### config.mk
export PLATFORM = sky130hd
export DESIGN_NAME = tpl_link_ctrl
export DESIGN_NICKNAME = d
export VERILOG_FILES = /design/src/rtl/tpl_pkg.sv /design/src/rtl/tpl_delay_line.sv /design/src/rtl/tpl_link_ctrl.sv
export SDC_FILE = /design/constraint.sdc
export NUM_CORES = 1
export LEC_CHECK = 0
export ABC_AREA = 1
export BUFFER_PORTS_ARGS = -buffer_cell sky130_fd_sc_hd__buf_2
export CAP_MARGIN = 40
export CORE_ASPECT_RATIO = 2
export CORE_MARGIN = 2
export CORE_UTILIZATION = 45
export CTS_CLUSTER_SIZE = 12
export DETAILED_ROUTE_END_ITERATION = 7
export PLACE_DENSITY_LB_ADDON = 0.15
export SLEW_MARGIN = 20
export SYNTH_ARGS = -nofsm -noshare
export SYNTH_HDL_FRONTEND = slang
export SYNTH_HIERARCHICAL = 1
export SYNTH_SLANG_ARGS = --single-unit
### constraint.sdc
create_clock -name core_clk -period 2.2 [get_ports core_clk]
set_input_delay 0.22 -clock core_clk [delete_from_list [all_inputs] [get_ports core_clk]]
set_output_delay 0.22 -clock core_clk [all_outputs]
set_load 0.1 [all_outputs]
### src/rtl/tpl_pkg.sv
// Shared constants for the twisted-pair link control block
`default_nettype none

package tpl_pkg;
	// Core clock period
	localparam int CLK_PERIOD_NS = 10;

	// Squelch qualification and end of packet (longest times: round down)
	localparam int QUAL_NS = 150;
	localparam int QUAL_CYC = QUAL_NS / CLK_PERIOD_NS;
	localparam int EOP_NS = 150;
	localparam int EOP_CYC = EOP_NS / CLK_PERIOD_NS;

	// Bit timing: one bit is 100 ns, the transmit clock is 10 MHz
	localparam int BIT_NS = 100;
	localparam int BIT_CYC = BIT_NS / CLK_PERIOD_NS;
	localparam int HALF_BIT_CYC = BIT_CYC / 2;
	// 20 MHz oscillator tick, divided by two for the transmit clock
	localparam int OSC_TICK_CYC = HALF_BIT_CYC;

	// Collision report delay when the transmitter was first
	localparam int COL_BITS = 7;
	localparam int COL_DELAY_CYC = COL_BITS * BIT_CYC;

	// Heartbeat: about 1 us after transmit end, 10 cycles of 10 MHz
	localparam int SQE_DELAY_NS = 1000;
	localparam int SQE_DELAY_CYC = SQE_DELAY_NS / CLK_PERIOD_NS;
	localparam int SQE_CYCLES = 10;
	localparam int SQE_HALF_NS = 50;
	localparam int SQE_HALF_CYC = SQE_HALF_NS / CLK_PERIOD_NS;
	localparam int SQE_EDGES = 2 * SQE_CYCLES;

	// Link pulse width and transmit pre-emphasis delay
	localparam int LINK_PULSE_NS = 100;
	localparam int LINK_PULSE_CYC = LINK_PULSE_NS / CLK_PERIOD_NS;
	localparam int PREEMPH_NS = 50;
	localparam int PREEMPH_CYC = PREEMPH_NS / CLK_PERIOD_NS;

	// Long timers, in milliseconds
	localparam int NS_PER_MS = 1000000;
	localparam int LINK_PERIOD_MS = 16;
	localparam int LINK_LOSS_MS = 100;
	localparam int JABBER_MS = 26;
	localparam int UNJAB_MS = 750;
	localparam int LINK_PERIOD_CYC = LINK_PERIOD_MS * (NS_PER_MS / CLK_PERIOD_NS);
	localparam int LINK_LOSS_CYC = LINK_LOSS_MS * (NS_PER_MS / CLK_PERIOD_NS);
	localparam int JABBER_CYC = JABBER_MS * (NS_PER_MS / CLK_PERIOD_NS);
	localparam int UNJAB_CYC = UNJAB_MS * (NS_PER_MS / CLK_PERIOD_NS);

	// Synchroniser lane indices
	localparam int SYNC_LANES = 5;
	localparam int LANE_HI_POS = 0;
	localparam int LANE_HI_NEG = 1;
	localparam int LANE_LO_POS = 2;
	localparam int LANE_LO_NEG = 3;
	localparam int LANE_DATA = 4;

	// Squelch qualifier states
	typedef enum logic [1:0] {
		TPL_SQ_IDLE = 2'b00,
		TPL_SQ_OPP = 2'b01,
		TPL_SQ_ORIG = 2'b10,
		TPL_SQ_VALID = 2'b11
	} tpl_sq_e;
endpackage : tpl_pkg

`default_nettype wire

### src/rtl/tpl_delay_line.sv
// Fixed-length register delay line for the pre-emphasis copies
`default_nettype none

module tpl_delay_line #(
	parameter int WIDTH = 2,
	parameter int DEPTH = 5
) (
	// Clock and reset
	input wire logic core_clk,
	input wire logic sys_rst,
	// Data
	input wire logic [WIDTH-1:0] din,
	output logic [WIDTH-1:0] dout
);
	logic [WIDTH-1:0] stage [DEPTH];

	always_ff @(posedge core_clk) begin
		if (sys_rst) begin
			stage[0] <= '0;
		end else begin
			stage[0] <= din;
		end
	end

	genvar gi;
	generate
		for (gi = 1; gi < DEPTH; gi++) begin : g_stage
			always_ff @(posedge core_clk) begin
				if (sys_rst) begin
					stage[gi] <= '0;
				end else begin
					stage[gi] <= stage[gi-1];
				end
			end
		end
	endgenerate

	assign dout = stage[DEPTH-1];
endmodule : tpl_delay_line

`default_nettype wire

### src/rtl/tpl_link_ctrl.sv
// Twisted-pair squelch, collision, link, jabber and Manchester control
`default_nettype none

// Summary of operation
// - Qualify: opposite threshold within 150 ns, original again within 150 ns.
// - Start pulses failing the expected threshold are dropped, no reception.
// - Valid data raised only after full sequence; qualifier then resets.
// - End of packet when no crossing is seen for over 150 ns.
// - After good data, lowered thresholds hold for the packet's remainder.
// - Standard or reduced squelch selectable; same sequence, lower levels.
// - Collision when receive and transmit are active together.
// - Receiving first: collision reported at once.
// - Transmitting first: report after seven bit times in collision.
// - Collision indication held for as long as the collision lasts.
// - About 1 us after transmit end, ten 10 MHz heartbeat cycles.
// - Idle transmitter sends a 100 ns positive link pulse every 16 ms.
// - Lost remote link pulses disable transmit, receive and collision.
// - Good-link output active while link good; disable bit turns checking off.
// - Jabber cuts transmit outputs after more than 26 ms active.
// - Stay cut while enable asserted; release after 750 ms deasserted.
// - Drive true and complement Manchester plus 50 ns delayed copies.
// - Transmit clock is the 20 MHz tick divided by two: 10 MHz.
// - Controller NRZ transmit data is encoded to Manchester.
// - Decoder recovers NRZ data and a clock for the controller.
// - Controller is signalled while a valid collision signal is present.
// - Non-standard twisted-pair mode applies lowered receive squelch.
module tpl_link_ctrl #(
	parameter int CNT_W = 27,
	parameter int LINK_PERIOD_CYC = tpl_pkg::LINK_PERIOD_CYC,
	parameter int LINK_LOSS_CYC = tpl_pkg::LINK_LOSS_CYC,
	parameter int JABBER_CYC = tpl_pkg::JABBER_CYC,
	parameter int UNJAB_CYC = tpl_pkg::UNJAB_CYC
) (
	// Clock and reset
	input wire logic core_clk,
	input wire logic sys_rst,
	// Configuration
	input wire logic squelch_reduced,
	input wire logic link_disable,
	// Receive comparators, cable side
	input wire logic rx_diff_in_hi_pos,
	input wire logic rx_diff_in_hi_neg,
	input wire logic rx_diff_in_lo_pos,
	input wire logic rx_diff_in_lo_neg,
	input wire logic rx_diff_in_data,
	// Transmit driver, cable side
	output logic tx_diff_out_pos,
	output logic tx_diff_out_neg,
	output logic tx_delayed_out_pos,
	output logic tx_delayed_out_neg,
	// Controller side
	input wire logic tx_en,
	input wire logic tx_nrz,
	output logic tx_clk_out,
	output logic rx_nrz,
	output logic rx_clk_out,
	output logic carrier_sense,
	output logic collision_out,
	// Status
	output logic good_link_out_n,
	output logic rx_activity_led_n,
	output logic tx_activity_led_n,
	output logic collision_led_n,
	output logic jabber
);
	localparam logic [CNT_W-1:0] LINK_PERIOD_N = CNT_W'(LINK_PERIOD_CYC - 1);
	localparam logic [CNT_W-1:0] LINK_LOSS_N = CNT_W'(LINK_LOSS_CYC);
	localparam logic [CNT_W-1:0] JABBER_N = CNT_W'(JABBER_CYC);
	localparam logic [CNT_W-1:0] UNJAB_N = CNT_W'(UNJAB_CYC);
	localparam logic [4:0] QUAL_N = 5'(tpl_pkg::QUAL_CYC);
	localparam logic [4:0] EOP_N = 5'(tpl_pkg::EOP_CYC);
	localparam logic [3:0] BIT_LAST = 4'(tpl_pkg::BIT_CYC - 1);
	localparam logic [3:0] HALF_BIT = 4'(tpl_pkg::HALF_BIT_CYC);
	localparam logic [3:0] OSC_LAST = 4'(tpl_pkg::OSC_TICK_CYC - 1);
	localparam logic [3:0] RX_MID_MIN = 4'(tpl_pkg::BIT_CYC * 3 / 4);
	localparam logic [7:0] COL_DELAY_N = 8'(tpl_pkg::COL_DELAY_CYC);
	localparam logic [7:0] SQE_DELAY_N = 8'(tpl_pkg::SQE_DELAY_CYC);
	localparam logic [2:0] SQE_HALF_LAST = 3'(tpl_pkg::SQE_HALF_CYC - 1);
	localparam logic [4:0] SQE_EDGES_N = 5'(tpl_pkg::SQE_EDGES);
	localparam logic [3:0] LINK_PULSE_N = 4'(tpl_pkg::LINK_PULSE_CYC);

	////////////////////////////////////////////////////////////////////////
	// Input synchronisers
	logic [tpl_pkg::SYNC_LANES-1:0] rx_raw;
	logic [tpl_pkg::SYNC_LANES-1:0] sync_a;
	logic [tpl_pkg::SYNC_LANES-1:0] rx_s;
	logic [tpl_pkg::SYNC_LANES-1:0] rx_d;

	assign rx_raw = {rx_diff_in_data, rx_diff_in_lo_neg, rx_diff_in_lo_pos,
		rx_diff_in_hi_neg, rx_diff_in_hi_pos};

	genvar gi;
	generate
		for (gi = 0; gi < tpl_pkg::SYNC_LANES; gi++) begin : g_sync
			always_ff @(posedge core_clk) begin
				if (sys_rst) begin
					sync_a[gi] <= 1'b0;
					rx_s[gi] <= 1'b0;
					rx_d[gi] <= 1'b0;
				end else begin
					sync_a[gi] <= rx_raw[gi];
					rx_s[gi] <= sync_a[gi];
					rx_d[gi] <= rx_s[gi];
				end
			end
		end
	endgenerate

	////////////////////////////////////////////////////////////////////////
	// Smart squelch
	tpl_pkg::tpl_sq_e sq_state;
	tpl_pkg::tpl_sq_e next_sq_state;
	logic first_pos;
	logic [4:0] sq_timer;
	logic link_good;
	logic rx_valid;

	// Reduced mode only swaps which comparator pair qualifies
	wire qual_pos = squelch_reduced ? rx_s[tpl_pkg::LANE_LO_POS] : rx_s[tpl_pkg::LANE_HI_POS];
	wire qual_neg = squelch_reduced ? rx_s[tpl_pkg::LANE_LO_NEG] : rx_s[tpl_pkg::LANE_HI_NEG];
	wire lo_any = rx_s[tpl_pkg::LANE_LO_POS] | rx_s[tpl_pkg::LANE_LO_NEG];
	wire opp_seen = first_pos ? qual_neg : qual_pos;
	wire orig_seen = first_pos ? qual_pos : qual_neg;
	// Last allowed step lands at timer QUAL_N-1; one more cycle is too late
	wire sq_expired = (sq_timer >= QUAL_N - 5'h01);
	wire eop_expired = (sq_timer > EOP_N);

	always_comb begin
		next_sq_state = sq_state;
		case (sq_state)
			tpl_pkg::TPL_SQ_IDLE: begin
				if (qual_pos | qual_neg) begin
					next_sq_state = tpl_pkg::TPL_SQ_OPP;
				end
			end
			tpl_pkg::TPL_SQ_OPP: begin
				if (opp_seen) begin
					next_sq_state = tpl_pkg::TPL_SQ_ORIG;
				end else if (sq_expired) begin
					next_sq_state = tpl_pkg::TPL_SQ_IDLE;
				end
			end
			tpl_pkg::TPL_SQ_ORIG: begin
				if (orig_seen) begin
					next_sq_state = tpl_pkg::TPL_SQ_VALID;
				end else if (sq_expired) begin
					next_sq_state = tpl_pkg::TPL_SQ_IDLE;
				end
			end
			tpl_pkg::TPL_SQ_VALID: begin
				if (eop_expired) begin
					next_sq_state = tpl_pkg::TPL_SQ_IDLE;
				end
			end
			default: next_sq_state = tpl_pkg::TPL_SQ_IDLE;
		endcase
	end

	// Qualifying timer restarts per step; in data it measures silence
	wire sq_step = (next_sq_state != sq_state);
	wire data_edge = (sq_state == tpl_pkg::TPL_SQ_VALID) & lo_any;

	always_ff @(posedge core_clk) begin
		if (sys_rst) begin
			sq_state <= tpl_pkg::TPL_SQ_IDLE;
			first_pos <= 1'b0;
			sq_timer <= '0;
		end else begin
			sq_state <= next_sq_state;
			if (sq_state == tpl_pkg::TPL_SQ_IDLE) begin
				first_pos <= qual_pos;
			end
			if (sq_step | data_edge) begin
				sq_timer <= '0;
			end else if (sq_timer != '1) begin
				sq_timer <= sq_timer + 5'h01;
			end
		end
	end

	// Data indication only after the whole sequence, gated by link
	assign rx_valid = (sq_state == tpl_pkg::TPL_SQ_VALID) & link_good;

	////////////////////////////////////////////////////////////////////////
	// Link integrity
	logic [CNT_W-1:0] loss_cnt;
	logic link_fail;
	// A lone positive crossing that never qualifies is a remote link pulse
	wire link_pulse_rx = (sq_state == tpl_pkg::TPL_SQ_OPP) & sq_expired & first_pos;
	wire link_seen = link_pulse_rx | (sq_state == tpl_pkg::TPL_SQ_VALID);

	always_ff @(posedge core_clk) begin
		if (sys_rst) begin
			loss_cnt <= '0;
			link_fail <= 1'b0;
		end else if (link_disable) begin
			loss_cnt <= '0;
			link_fail <= 1'b0;
		end else if (link_seen) begin
			loss_cnt <= '0;
			link_fail <= 1'b0;
		end else if (loss_cnt >= LINK_LOSS_N) begin
			link_fail <= 1'b1;
		end else begin
			loss_cnt <= loss_cnt + 1'b1;
		end
	end

	assign link_good = ~link_fail;

	////////////////////////////////////////////////////////////////////////
	// Jabber
	logic [CNT_W-1:0] jab_cnt;
	logic jabbed;

	always_ff @(posedge core_clk) begin
		if (sys_rst) begin
			jab_cnt <= '0;
			jabbed <= 1'b0;
		end else if (!jabbed) begin
			if (!tx_en) begin
				jab_cnt <= '0;
			end else if (jab_cnt > JABBER_N) begin
				jabbed <= 1'b1;
				jab_cnt <= '0;
			end else begin
				jab_cnt <= jab_cnt + 1'b1;
			end
		end else if (tx_en) begin
			jab_cnt <= '0;
		end else if (jab_cnt >= UNJAB_N) begin
			jabbed <= 1'b0;
			jab_cnt <= '0;
		end else begin
			jab_cnt <= jab_cnt + 1'b1;
		end
	end

	wire tx_active = tx_en & ~jabbed & link_good;

	////////////////////////////////////////////////////////////////////////
	// Transmit clock, encoder and link pulses
	logic [3:0] osc_cnt;
	logic osc_phase;
	logic [3:0] bit_cnt;
	logic tx_bit;
	logic [CNT_W-1:0] lp_cnt;
	logic [3:0] lp_width;
	logic tx_p;
	logic tx_n;

	wire osc_tick = (osc_cnt == OSC_LAST);
	wire bit_start = (bit_cnt == BIT_LAST);
	// Second half carries the bit, first half its complement
	wire manch = (bit_cnt < HALF_BIT) ? ~tx_bit : tx_bit;
	wire lp_due = (lp_cnt == LINK_PERIOD_N);

	always_ff @(posedge core_clk) begin
		if (sys_rst) begin
			osc_cnt <= '0;
			osc_phase <= 1'b0;
			bit_cnt <= '0;
			tx_clk_out <= 1'b0;
		end else begin
			osc_cnt <= osc_tick ? 4'h0 : osc_cnt + 4'h1;
			if (osc_tick) begin
				osc_phase <= ~osc_phase;
			end
			bit_cnt <= bit_start ? 4'h0 : bit_cnt + 4'h1;
			tx_clk_out <= ~osc_phase;
		end
	end

	always_ff @(posedge core_clk) begin
		if (sys_rst) begin
			tx_bit <= 1'b0;
			lp_cnt <= '0;
			lp_width <= '0;
			tx_p <= 1'b0;
			tx_n <= 1'b0;
		end else begin
			if (bit_start) begin
				tx_bit <= tx_nrz;
			end
			// No link pulse while cut off, and no partial one after release
			if (tx_en | jabbed) begin
				lp_cnt <= '0;
				lp_width <= '0;
			end else if (lp_due) begin
				lp_cnt <= '0;
				lp_width <= LINK_PULSE_N;
			end else begin
				lp_cnt <= lp_cnt + 1'b1;
				if (lp_width != '0) begin
					lp_width <= lp_width - 4'h1;
				end
			end
			// Idle leaves both legs low outside link pulses, which drive only the positive leg
			tx_p <= tx_active ? manch : (~tx_en & (lp_width != '0));
			tx_n <= tx_active & ~manch;
		end
	end

	assign tx_diff_out_pos = tx_p;
	assign tx_diff_out_neg = tx_n;

	tpl_delay_line #(
		.WIDTH(2),
		.DEPTH(tpl_pkg::PREEMPH_CYC)
	) u_preemph (
		.core_clk(core_clk),
		.sys_rst(sys_rst),
		.din({tx_n, tx_p}),
		.dout({tx_delayed_out_neg, tx_delayed_out_pos})
	);

	////////////////////////////////////////////////////////////////////////
	// Manchester decoder
	logic [3:0] rx_gap;
	logic [2:0] rx_clk_hold;
	wire rx_edge = rx_s[tpl_pkg::LANE_DATA] ^ rx_d[tpl_pkg::LANE_DATA];
	// Only edges at least three quarters of a bit apart are mid-bit
	wire rx_mid = rx_valid & rx_edge & (rx_gap >= RX_MID_MIN);

	always_ff @(posedge core_clk) begin
		if (sys_rst) begin
			rx_gap <= '0;
			rx_clk_hold <= '0;
			rx_nrz <= 1'b0;
			rx_clk_out <= 1'b0;
			carrier_sense <= 1'b0;
		end else begin
			if (rx_mid | ~rx_valid) begin
				rx_gap <= '0;
			end else if (rx_gap != '1) begin
				rx_gap <= rx_gap + 4'h1;
			end
			if (rx_mid) begin
				rx_nrz <= rx_s[tpl_pkg::LANE_DATA];
				rx_clk_hold <= 3'(tpl_pkg::HALF_BIT_CYC - 1);
			end else if (rx_clk_hold != '0) begin
				rx_clk_hold <= rx_clk_hold - 3'h1;
			end
			rx_clk_out <= rx_mid | (rx_clk_hold != '0);
			carrier_sense <= rx_valid;
		end
	end

	////////////////////////////////////////////////////////////////////////
	// Collision and heartbeat
	logic tx_active_d;
	logic col_prev;
	logic rx_first;
	logic [7:0] col_cnt;
	logic [7:0] sqe_wait;
	logic [4:0] sqe_edges;
	logic [2:0] sqe_half;
	logic sqe_wave;

	wire col_cond = rx_valid & tx_active;
	// First collision cycle must not reuse the order of the previous collision
	wire rx_first_now = (col_cond & ~col_prev) ? ~tx_active_d : rx_first;
	wire col_report = col_cond & (rx_first_now | (col_cnt >= COL_DELAY_N));
	wire tx_end = tx_active_d & ~tx_active;

	always_ff @(posedge core_clk) begin
		if (sys_rst) begin
			tx_active_d <= 1'b0;
			col_prev <= 1'b0;
			rx_first <= 1'b0;
			col_cnt <= '0;
		end else begin
			tx_active_d <= tx_active;
			col_prev <= col_cond;
			if (col_cond & ~col_prev) begin
				rx_first <= ~tx_active_d;
			end
			if (!col_cond) begin
				col_cnt <= '0;
			end else if (col_cnt < COL_DELAY_N) begin
				col_cnt <= col_cnt + 8'h01;
			end
		end
	end

	always_ff @(posedge core_clk) begin
		if (sys_rst) begin
			sqe_wait <= '0;
			sqe_edges <= '0;
			sqe_half <= '0;
			sqe_wave <= 1'b0;
		end else if (tx_end) begin
			sqe_wait <= SQE_DELAY_N;
			sqe_edges <= '0;
			sqe_wave <= 1'b0;
		end else if (sqe_wait != '0) begin
			sqe_wait <= sqe_wait - 8'h01;
			if (sqe_wait == 8'h01) begin
				sqe_edges <= SQE_EDGES_N;
				sqe_half <= SQE_HALF_LAST;
				sqe_wave <= 1'b1;
			end
		end else if (sqe_edges != '0) begin
			if (sqe_half == '0) begin
				sqe_half <= SQE_HALF_LAST;
				sqe_edges <= sqe_edges - 5'h01;
				sqe_wave <= (sqe_edges != 5'h01) & ~sqe_wave;
			end else begin
				sqe_half <= sqe_half - 3'h1;
			end
		end
	end

	////////////////////////////////////////////////////////////////////////
	// Registered outputs
	always_ff @(posedge core_clk) begin
		if (sys_rst) begin
			collision_out <= 1'b0;
			good_link_out_n <= 1'b0;
			rx_activity_led_n <= 1'b1;
			tx_activity_led_n <= 1'b1;
			collision_led_n <= 1'b1;
			jabber <= 1'b0;
		end else begin
			collision_out <= col_report | sqe_wave;
			good_link_out_n <= ~link_good;
			rx_activity_led_n <= ~rx_valid;
			tx_activity_led_n <= ~tx_active;
			collision_led_n <= ~col_report;
			jabber <= jabbed;
		end
	end
endmodule : tpl_link_ctrl

`default_nettype wire

Word-level counts from Yosys, hierarchy flattened
Memories as Yosys holds them, arrays and structs flattened.
Cells that the tools add are included.

word-level totals
  RAM bits = 10
  register bits after elaboration = 163
  memories = 1
  output and inout bits = 14
  logic and storage cells = 200
  input bits = 11

memories
  name             depth  width  rd ports  clocked after memory_dff  wr ports  RTL line              source
  u_preemph.stage  5      2      5         0                         5         tpl_delay_line.sv:15  logic [WIDTH-1:0] stage [DEPTH];

operators by class
  eq/ne operators = 12
  magnitude comparators = 9
  reductions and logical operators = 23
  add/subtract/negate cells = 13
  bitwise logic cells = 44
  mux-type cells = 49

operator list
  kind                                                             count
  2-to-1 mux 27 bit                                                5
  adder 27 x 1 -> 27 bit, second input constant                    3
  == test 27 x 21 -> 1 bit, second input constant                  1
  >= comparator 27 x 24 -> 1 bit, second input constant            1
  >= comparator 27 bit, second input constant                      1
  greater-than comparator 27 x 22 -> 1 bit, second input constant  1
  2-to-1 mux 2 bit                                                 10
  2-to-1 mux 5 bit                                                 4
  2-to-1 mux 1 bit                                                 19
  2-to-1 mux 3 bit                                                 6
  OR reduction 2 bit                                               8
  bitwise AND 1 bit                                                15
  2-to-1 mux 7 bit                                                 2
  NOT 1 bit                                                        14
  OR 1 bit                                                         14
  adder 4 x 1 -> 4 bit, second input constant                      3
  nonzero test 2 bit                                               5
  adder 8 x 1 -> 8 bit, second input constant                      1
  == test 8 x 1 -> 1 bit, second input constant                    1
  >= comparator 8 x 7 -> 1 bit, second input constant              1
  less-than comparator 8 x 7 -> 1 bit, second input constant       1
  2-to-1 mux 4 bit                                                 2
  case mux 2 bit (4 select lines)                                  1
  nonzero test 8 bit                                               1
  26 further kinds                                                 30

Depth between registers and ports, before layout
Gate-level depths: netlist (run 1).

  depth in word-level cells = 9
  depth in mapped cells = 14
  mapped depth without buffers = 14

Modules after synthesis
Netlist (run 1), hierarchy kept.

by module, submodules not included
  module          cells each  times used  area an instance (µm²)
  tpl_link_ctrl   1250        1           8730.9
  tpl_delay_line  31          1           286.5

Worst setup path after synthesis (run 1)
No wires, ideal clock.

  path kind = register to register
  start = register sq_timer[0]
  end = register sq_timer[4]
  setup time = 0.117 ns
  arrival time = 1.421 ns
  setup slack = 0.662 ns
  required time = 2.083 ns
  clock period less this slack = 1.538 ns
  cell stages (with the launch flop) = 15
  cell sequence = dfxtp_1 ha_1 inv_1 nor2_1 ha_1 a21oi_1 nand2_1 nand2_1 nand2_1 inv_1 nand2_1 nand2_1 nand2_1 nand2_1 nor2_1

between the ends
  cells in the longest elaborated chain, start to end = 7
  elaborated cells between the ends (all ways) = 12
  those cells by class = 1 x add/sub; 2 x order compare; 2 x eq/ne; 5 x mux; 1 x bitwise; 1 x reduce/logical

RTL lines
  item                                        RTL line                                    source
  from (decl)                                 tpl_link_ctrl.sv:114                        logic [4:0] sq_timer;
  from (signal assigned)                      tpl_link_ctrl.sv:176                        sq_timer <= sq_timer + 5'h01;
  >= comparator 5 x 4 -> 1 bit                tpl_link_ctrl.sv:125                        wire sq_expired = (sq_timer >= QUAL_N - 5'h01);
  2-to-1 mux 2 bit                            tpl_link_ctrl.sv:139, tpl_link_ctrl.sv:146
  2-to-1 mux 2 bit, on equally long branches  tpl_link_ctrl.sv:144, tpl_link_ctrl.sv:137
  case mux 2 bit (4 select lines)             tpl_link_ctrl.sv:130                        case (sq_state)
  inequality test 2 bit                       tpl_link_ctrl.sv:160                        wire sq_step = (next_sq_state != sq_state);
  OR 1 bit                                    tpl_link_ctrl.sv:173                        if (sq_step | data_edge) begin
  OR reduction 2 bit (no line)                --

Several ways; a longest one is shown, not always the timed one.
A chain may end at the register's enable or synchronous reset.

Worst setup path in the final report (run 1)
  start = register lp_cnt[0]
  end = register lp_cnt[20]

between the ends
  cells in the longest elaborated chain, start to end = 2
  elaborated cells between the ends (all ways) = 3
  those cells by class = 1 x add/sub; 1 x eq/ne; 1 x reduce/logical

RTL lines
  item                                                                            RTL line              source
  from (decl)                                                                     tpl_link_ctrl.sv:247  logic [CNT_W-1:0] lp_cnt;
  from (signal assigned)                                                          tpl_link_ctrl.sv:293  lp_cnt <= lp_cnt + 1'b1;
  parallel branches: the longest is 2 deep, another holds adder 27 x 1 -> 27 bit  --

Several ways; the timed one is not identified.

==> results of run 1 <==
[how the worst max path moves through the flow]
stage / from / endpoint / slack (ns) / depth (start not counted)
after floorplan: sq_timer[0] / sq_timer[4] / 0.66 / 14
after global placement: sqe_wait[0] / sqe_edges[2] / 0.36 / 11
after detailed placement: sqe_wait[0] / sqe_edges[2] / 0.38 / 11
after CTS: sqe_wait[0] / sqe_edges[2] / 0.37 / 11
after global routing: sqe_wait[0] / sqe_half[1] / 0.16 / 10
final: lp_cnt[0] / lp_cnt[20] / 0.36 / 7
[power breakdown]
group	total, uW	internal [uW]	switching, uW
sequential	3520	3360	158
clock	3200	1920	1280
combinational	1610	540	1070
total	8330	5820	2510
[flip-flops by register name, summed over array words and instances (netlist names), 2 cells and up]
signal / count
bit_cnt: 4
col_cnt: 8
jab_cnt: 27
loss_cnt: 27
lp_cnt: 27
lp_width: 4
osc_cnt: 4
rx_clk_hold: 3
rx_gap: 4
rx_s: 5
sq_state: 2
sq_timer: 5
sqe_edges: 5
sqe_half: 3
sqe_wait: 8
sync_a: 5
u_preemph/stage: 10
[final cells by class]
class / count / area [um^2]
Clock inverter: 11 / 156
Multi-Input combinational cell: 904 / 4650
Fill cell: 2055 / 9720
Tap cell: 262 / 328
Clock buffer: 21 / 480
Sequential cell: 173 / 3460
Timing Repair Buffer: 37 / 243
Inverter: 181 / 687
[worst min-delay path: cells and delay by family]
kind	cells	cell delay, ns
buffers and inverters	1	0.12
AOI/OAI and AO/OA	2	0.18
[layout by cell type, fill, tap and decap left out, types with 17 or more instances in the layout]
| cell | count |
|---|---|
| nand4_1 | 28 |
| nor2_1 | 178 |
| inv_1 | 168 |
| ha_1 | 27 |
| o21ai_0 | 34 |
| buf_2 | 24 |
| dfxtp_1 | 173 |
| clkbuf_16 | 17 |
| xor2_1 | 21 |
| nor3_1 | 33 |
| a21oi_1 | 77 |
| nor2_4 | 22 |
| nand3_1 | 89 |
| nand2_1 | 295 |
[timing repair]
action | in CTS | in global routing
gates resized for setup | 0 | 0
hold endpoints to repair | 5 | 0
hold buffers | 5 | 0
[per-layer routing]
metal | global-route usage (%) | vias to the layer above | part of all wire (%)
li1 | - | 4129 | -
met1 | 18.7 | 3678 | 36
met2 | 43.0 | 137 | 57
met3 | 3.41 | 57 | 2.0
met4 | 12.9 | 0 | 4.8
met5 | 0 | - | 0
[through the flow]
| step | total power [uW] | util [%] | instances |
|---|---|---|---|
| 3_5_place_dp | 5210 | 47.2 | 1552 |
| 3_3_place_gp | 5190 | 47.2 | 1552 |
| 4_1_cts | 8440 | 50.7 | 1589 |
| 5_1_grt | 8820 | 50.7 | 1589 |
| 6_report | 8330 | 50.7 | 1589 |
| 2_1_floorplan | 4870 | - | 1281 |
[cell families after synthesis]
logic type	count (synthesis)
AO/OA/AOI/OAI	136
adder cells (fa/ha/maj)	27
XOR/XNOR	35
AND/OR/NAND/NOR	706
flip-flops	173
buffers and inverters	204
==> flow_metrics.env, run 1 <==
export IMPL_ys_types=46
export IMPL_first_global_vias=7727
export IMPL_min_period_over_period_pct=83.7
export IMPL_antenna_left=0
export IMPL_grt_max_degree=28
export IMPL_reg2reg_depth=7
export IMPL_firstDrtPassIters=5
export IMPL_cp_top_family="simple AND/OR/NAND/NOR gates"
export IMPL_cts_sinks=173
export IMPL_layout_setup_ws_ns=0.358
export IMPL_finalWirelength_mm=21.6
export IMPL_critical_path_buf_inv_count=1
export IMPL_first_iter_violations=314
export IMPL_die_h_um=204
export IMPL_ios=25
export IMPL_seq_area_frac_synth_pct=38.4
export IMPL_synth_seq_cells=173
export IMPL_rsz0062_at_grt="false"
export IMPL_hold_start="tx_nrz"
export IMPL_synth_simple_area_share_pct=36.4
export IMPL_period_needed_ns=1.84
export IMPL_hpwl_mm=16.6
export IMPL_synth_ff_type="dfxtp_1"
export IMPL_hold_path_end="tx_bit"
export IMPL_wl_per_cell_um=13.6
export IMPL_r2r_end="lp_cnt[20]"
export IMPL_finalSetupViolations=0
export IMPL_fmax_ghz=0.543
export IMPL_synth_mux_area_share_pct=0
export IMPL_yosysWarnings=6
export IMPL_fin_area_um2=10000
export IMPL_synth_top_family_by_area="simple AND/OR/NAND/NOR gates"
export IMPL_synth_compound_area_share_pct=8.08
export IMPL_grt_pass1_wl_mm=35.6
export IMPL_synth_edff_count=0
export IMPL_layout_drive_gt1_share_pct=10.9
export IMPL_synth_area_leaders="dfxtp_1 (38%), nand2_1 (12%), nor2_1 (7.4%)"
export IMPL_yosysMostFrequentCell="nand2_1"
export IMPL_synth_area_um2=9020
export IMPL_r2r_start="lp_cnt[0]"
export IMPL_antenna_cells=0
export IMPL_globalplace_congestion=1.02
export IMPL_core_um2=19700
export IMPL_ir_drop_mv=0.500
export IMPL_die_area_um2=21300
export IMPL_drc=0
export IMPL_cts_buffers=17
export IMPL_syn2layout_area_growth_pct=11.0
export IMPL_path_max_fanout=6
export IMPL_fin_tns_setup_ns=0
export IMPL_antenna_found_initial=0
export IMPL_end_kind="register"
export IMPL_clock_latency_ns=0.44
export IMPL_clk_pin_slew_ns=0.07
export IMPL_cts_tree="built"
export IMPL_grt_use_total_pct=21.1
export IMPL_placementRows=73
export IMPL_slew_viol_final=0
export IMPL_cap_violations=0
export IMPL_post_cts_buffers=0
export IMPL_synth_common_cells="nand2_1 (295), nor2_1 (178), dfxtp_1 (173)"
export IMPL_nets=1352
export IMPL_synth_nets=1319
export IMPL_yosysTopAreaCell="dfxtp_1"
export IMPL_hp_class="in2reg"
export IMPL_io_buffers=24
export IMPL_cpMaxStageDelayCell="nor4_1"
export IMPL_status="finished, final reports clean"
export IMPL_syn_avg_cell_area_um2=7.04
export IMPL_crit_chain="ha_1 -> nand2_1 -> inv_1 -> nand2_2 -> nor4_1 -> or2_2 -> a21oi_1"
export IMPL_fin_worst_skew_ns=0.0124
export IMPL_required_ns=2.52
export IMPL_async_reset_ff_share_pct=0
export IMPL_p_per_area_nw_per_um2=833
export IMPL_clk_root_buffer_cell="clkbuf_16"
export IMPL_worstSetupPathType="reg2reg"
export IMPL_cellLeakagePower_uw=0.00385
export IMPL_place_ws_ns=0.380
export IMPL_hold_violations=0
export IMPL_htree_levels=4
export IMPL_tightest_slew_ns=0.687
export IMPL_detail_route_vias_per_cell=5.04
export IMPL_die_w_um=104
export IMPL_rrSetupSlack_ns=0.36
export IMPL_dpl_instance_area_um2=9320
export IMPL_max_clock_path_buffers=2
export IMPL_synth_top_area_share_pct=38.4
export IMPL_start_util_pct=45.7
export IMPL_synth_xor_area_share_pct=3.40
export IMPL_cp_start_kind="register"
export IMPL_max_stage_delay_ns=0.64
export IMPL_synthAdderAreaFrac_pct=3.75
export IMPL_whs_ns=0.119
export IMPL_cp_arrival_ns=2.16
export IMPL_hold_depth=3
export IMPL_vias=8001
export IMPL_slew_headroom_pct=53.8
export IMPL_syn_inst=1281
export IMPL_gr_total_overflow=0
No activity file was read; power rests on OpenSTA's default activity.
==> inputs of run 2 (changes only) <==
--- a/config.mk
+++ b/config.mk
@@ -5,7 +5,7 @@
 export SDC_FILE = /design/constraint.sdc
 export NUM_CORES = 1
 export LEC_CHECK = 0
-export ABC_AREA = 1
+export ABC_AREA = 0
 export BUFFER_PORTS_ARGS = -buffer_cell sky130_fd_sc_hd__buf_2
 export CAP_MARGIN = 40
 export CORE_ASPECT_RATIO = 2
==> constraint.sdc (replaced) <==
create_clock -name core_clk -period 1.9 [get_ports core_clk]
set_input_delay 0.19 -clock core_clk [delete_from_list [all_inputs] [get_ports core_clk]]
set_output_delay 0.19 -clock core_clk [all_outputs]
set_load 0.1 [all_outputs]
==> run 2 against run 1 <==
Combinational power shrank 27%. Via count shrank 23%. Critical path type unchanged. Final area shrank 5.9%. Hold slack worse by 0.045 ns. Largest cell class unchanged. Area after synthesis is 16% lower. Flip-flop and latch count is the same. The flow now finishes with violations (setup timing).
==> flow_metrics.env, run 2 <==
export IMPL_met3WireLength_um=448
export IMPL_die_h_um=187
export IMPL_slew_viol_final=0
export IMPL_die_area_um2=17900
export IMPL_firstDrtPassIters=4
export IMPL_tightest_slew_ns=0.479
export IMPL_grt_use_total_pct=17.4
export IMPL_async_reset_ff_share_pct=0
export IMPL_placementRows=67
export IMPL_fin_area_um2=9420
export IMPL_antenna_found_initial=0
export IMPL_syn_avg_cell_area_um2=8.82
export IMPL_grt_pass1_wl_mm=25.4
export IMPL_synth_area_um2=7540
export IMPL_io_buffers=24
export IMPL_worstSetupPathType="reg2reg"
export IMPL_vias=6148
export IMPL_end_kind="register"
export IMPL_nets=1002
export IMPL_syn2layout_area_growth_pct=24.9
export IMPL_min_period_over_period_pct=106
export IMPL_htree_levels=4
export IMPL_syn_inst=855
export IMPL_m1WireLength_mm=7.26
export IMPL_p_per_area_nw_per_um2=914
export IMPL_synth_area_leaders="dfxtp_1 (46%), nor2_1 (6.9%), xor2_1 (5.7%)"
export IMPL_top_regs="jab_cnt (27), loss_cnt (27), lp_cnt (27)"
export IMPL_drc=0
export IMPL_mostFrequentLayoutCells="dfxtp_1 (164), nor2_1 (124), buf_4 (74)"
export IMPL_ys_types=56
export IMPL_hold_violations=0
export IMPL_wl_per_cell_um=12.9
export IMPL_first_iter_violations=185
export IMPL_cap_violations=0
export IMPL_die_w_um=95.6
export IMPL_antenna_cells=0
export IMPL_cts_tree="built"
export IMPL_synth_edff_count=0
export IMPL_seq_area_frac_synth_pct=45.9
export IMPL_finalWirelength_mm=15.2
export IMPL_cellLeakagePower_uw=0.00366
export IMPL_cts_sinks=173
export IMPL_clk_pin_slew_ns=0.07
export IMPL_cp_arrival_ns=2.32
export IMPL_final_common_cell="dfxtp_1"
export IMPL_hp_class="in2reg"
export IMPL_cts_buffers=17
export IMPL_yosysWarnings=6
export IMPL_yosysTopAreaCell="dfxtp_1"
export IMPL_grt_max_degree=35
export IMPL_finalSetupViolations=27
export IMPL_fin_worst_skew_ns=0.00985
export IMPL_period_needed_ns=2.01
export IMPL_synth_common_cells="dfxtp_1 (173), nor2_1 (138), nand2_1 (52)"
export IMPL_fmax_ghz=0.498
export IMPL_final_instance_count_excl_fill=1184
export IMPL_ir_drop_mv=0.618
export IMPL_clock_latency_ns=0.43
export IMPL_clk_root_buffer_cell="clkbuf_16"
export IMPL_start_util_pct=45.4
export IMPL_required_ns=2.22
export IMPL_synth_nets=893
export IMPL_layout_setup_ws_ns=-0.108
export IMPL_slew_headroom_pct=67.8
export IMPL_globalplace_congestion=0.846
export IMPL_synth_top_area_share_pct=45.9
export IMPL_ios=25
export IMPL_max_clock_path_buffers=2
export IMPL_detail_route_vias_per_cell=5.19
export IMPL_path_max_fanout=6
export IMPL_dpl_instance_area_um2=8390
export IMPL_yosysMostFrequentCell="dfxtp_1"
export IMPL_core_um2=16600
export IMPL_synth_ff_type="dfxtp_1"
export IMPL_rsz0062_at_grt="true"
export IMPL_violations="setup timing"
export IMPL_layout_drive_gt1_share_pct=20.3
export IMPL_dpl_cell_count=1137
export IMPL_hpwl_mm=10.3
export IMPL_antenna_left=0
export IMPL_routed_top_layer="met4"
export IMPL_cp_start_kind="register"
export IMPL_synth_seq_cells=173
export IMPL_dr_wl_met2_mm=7.25
export IMPL_status="complete, but fails checks"
export IMPL_first_global_vias=5758
export IMPL_gr_total_overflow=0
## run 2: cell count changes in the layout (fill, tap and decap cells not counted), moves of 26 or more
| cell | before | now |
|---|---|---|
| nand2_1 | 295 | 49 |
| inv_1 | 168 | 38 |
| buf_4 | 7 | 74 |
| nor2_1 | 178 | 124 |
| nand3_1 | 89 | 46 |
| a21oi_1 | 77 | 38 |
| xor2_1 | 21 | 49 |
| nor2b_1 | 0 | 27 |
| xnor2_1 | 14 | 40 |
## run 2: power by group
part | switching (uW) | internal [uW]
Combinational | 666 | 516
Clock | 1510 | 1970
Sequential | 145 | 3800
## run 2: path summary, 6_finish.rpt
| path | slack, ns | from | end | depth (start not counted) |
|---|---|---|---|---|
| worst max register to register | -0.11 | jab_cnt[5] | jab_cnt[7] | 7 |
| worst max-delay path | -0.11 | jab_cnt[5] | jab_cnt[7] | 7 |
| worst min register to register | 0.43 | u_preemph/stage[0][1] | u_preemph/stage[1][1] | 1 |
| worst min-delay path | 0.07 | sys_rst | rx_d[4] | 2 |
## run 2: metal layers
layer  GRT usage, %  vias to the layer above
met5              0                        -
met1           22.5                     2892
met3           3.91                       20
met4           6.32                        0
met2           27.9                       87
li1               -                     3149
## run 2: logic make-up (layout without fill, tap and decap cells)
kind of cell,after synthesis,count (layout),share of synthesized area (%)
adder cells (fa/ha/maj),27,27,4.48
AND/OR/NAND/NOR,405,405,26.9
flip-flops,173,173,45.9
XOR/XNOR,89,89,10.3
AO/OA/AOI/OAI,86,86,7.07
buffers and inverters,63,185,3.70
multiplexers,12,12,1.66
## run 2: timing repair
item                                   CTS  global route
endpoints found under the hold margin    6             0
gates resized for setup                  5            62
pin swaps                                0            33
setup buffers                            0             5
gates cloned                             0             4
setup endpoints to repair               32            76
hold buffers                             6             0
## run 2: critical path, stage by stage (launching register included)
cell       delay (ns)
dfxtp_2          0.33
nor4_2           0.25
nand3_1          0.17
or4_4            0.51
a32oi_2          0.25
a21o_4           0.18
clkbuf_16        0.16
nor2_1           0.04
## run 2: layout make-up
type	instances	area [um^2]
Fill cell	1528	7180
Multi-Input combinational cell	619	4070
Sequential cell	173	3470
Timing Repair Buffer	113	882
Clock buffer	19	433
Tap cell	207	259
Clock inverter	13	155
Inverter	40	150
## run 2: through the flow
stage / setup WS, ns / setup TNS, ns / power, uW / utilization (%) / hold WS (ns)
5_1_grt: -0.165 / -4.40 / 9030 / 56.7 / 0.0750
3_5_place_dp: -0.123 / -2.95 / 5180 / 50.6 / 0.416
2_1_floorplan: 0.0116 / 0 / 4890 / - / 0.262
6_report: -0.108 / -2.37 / 8610 / 56.7 / 0.0738
4_1_cts: -0.101 / -2.23 / 8700 / 54.6 / 0.0581
3_3_place_gp: -0.118 / -2.91 / 5150 / 50.6 / 0.413
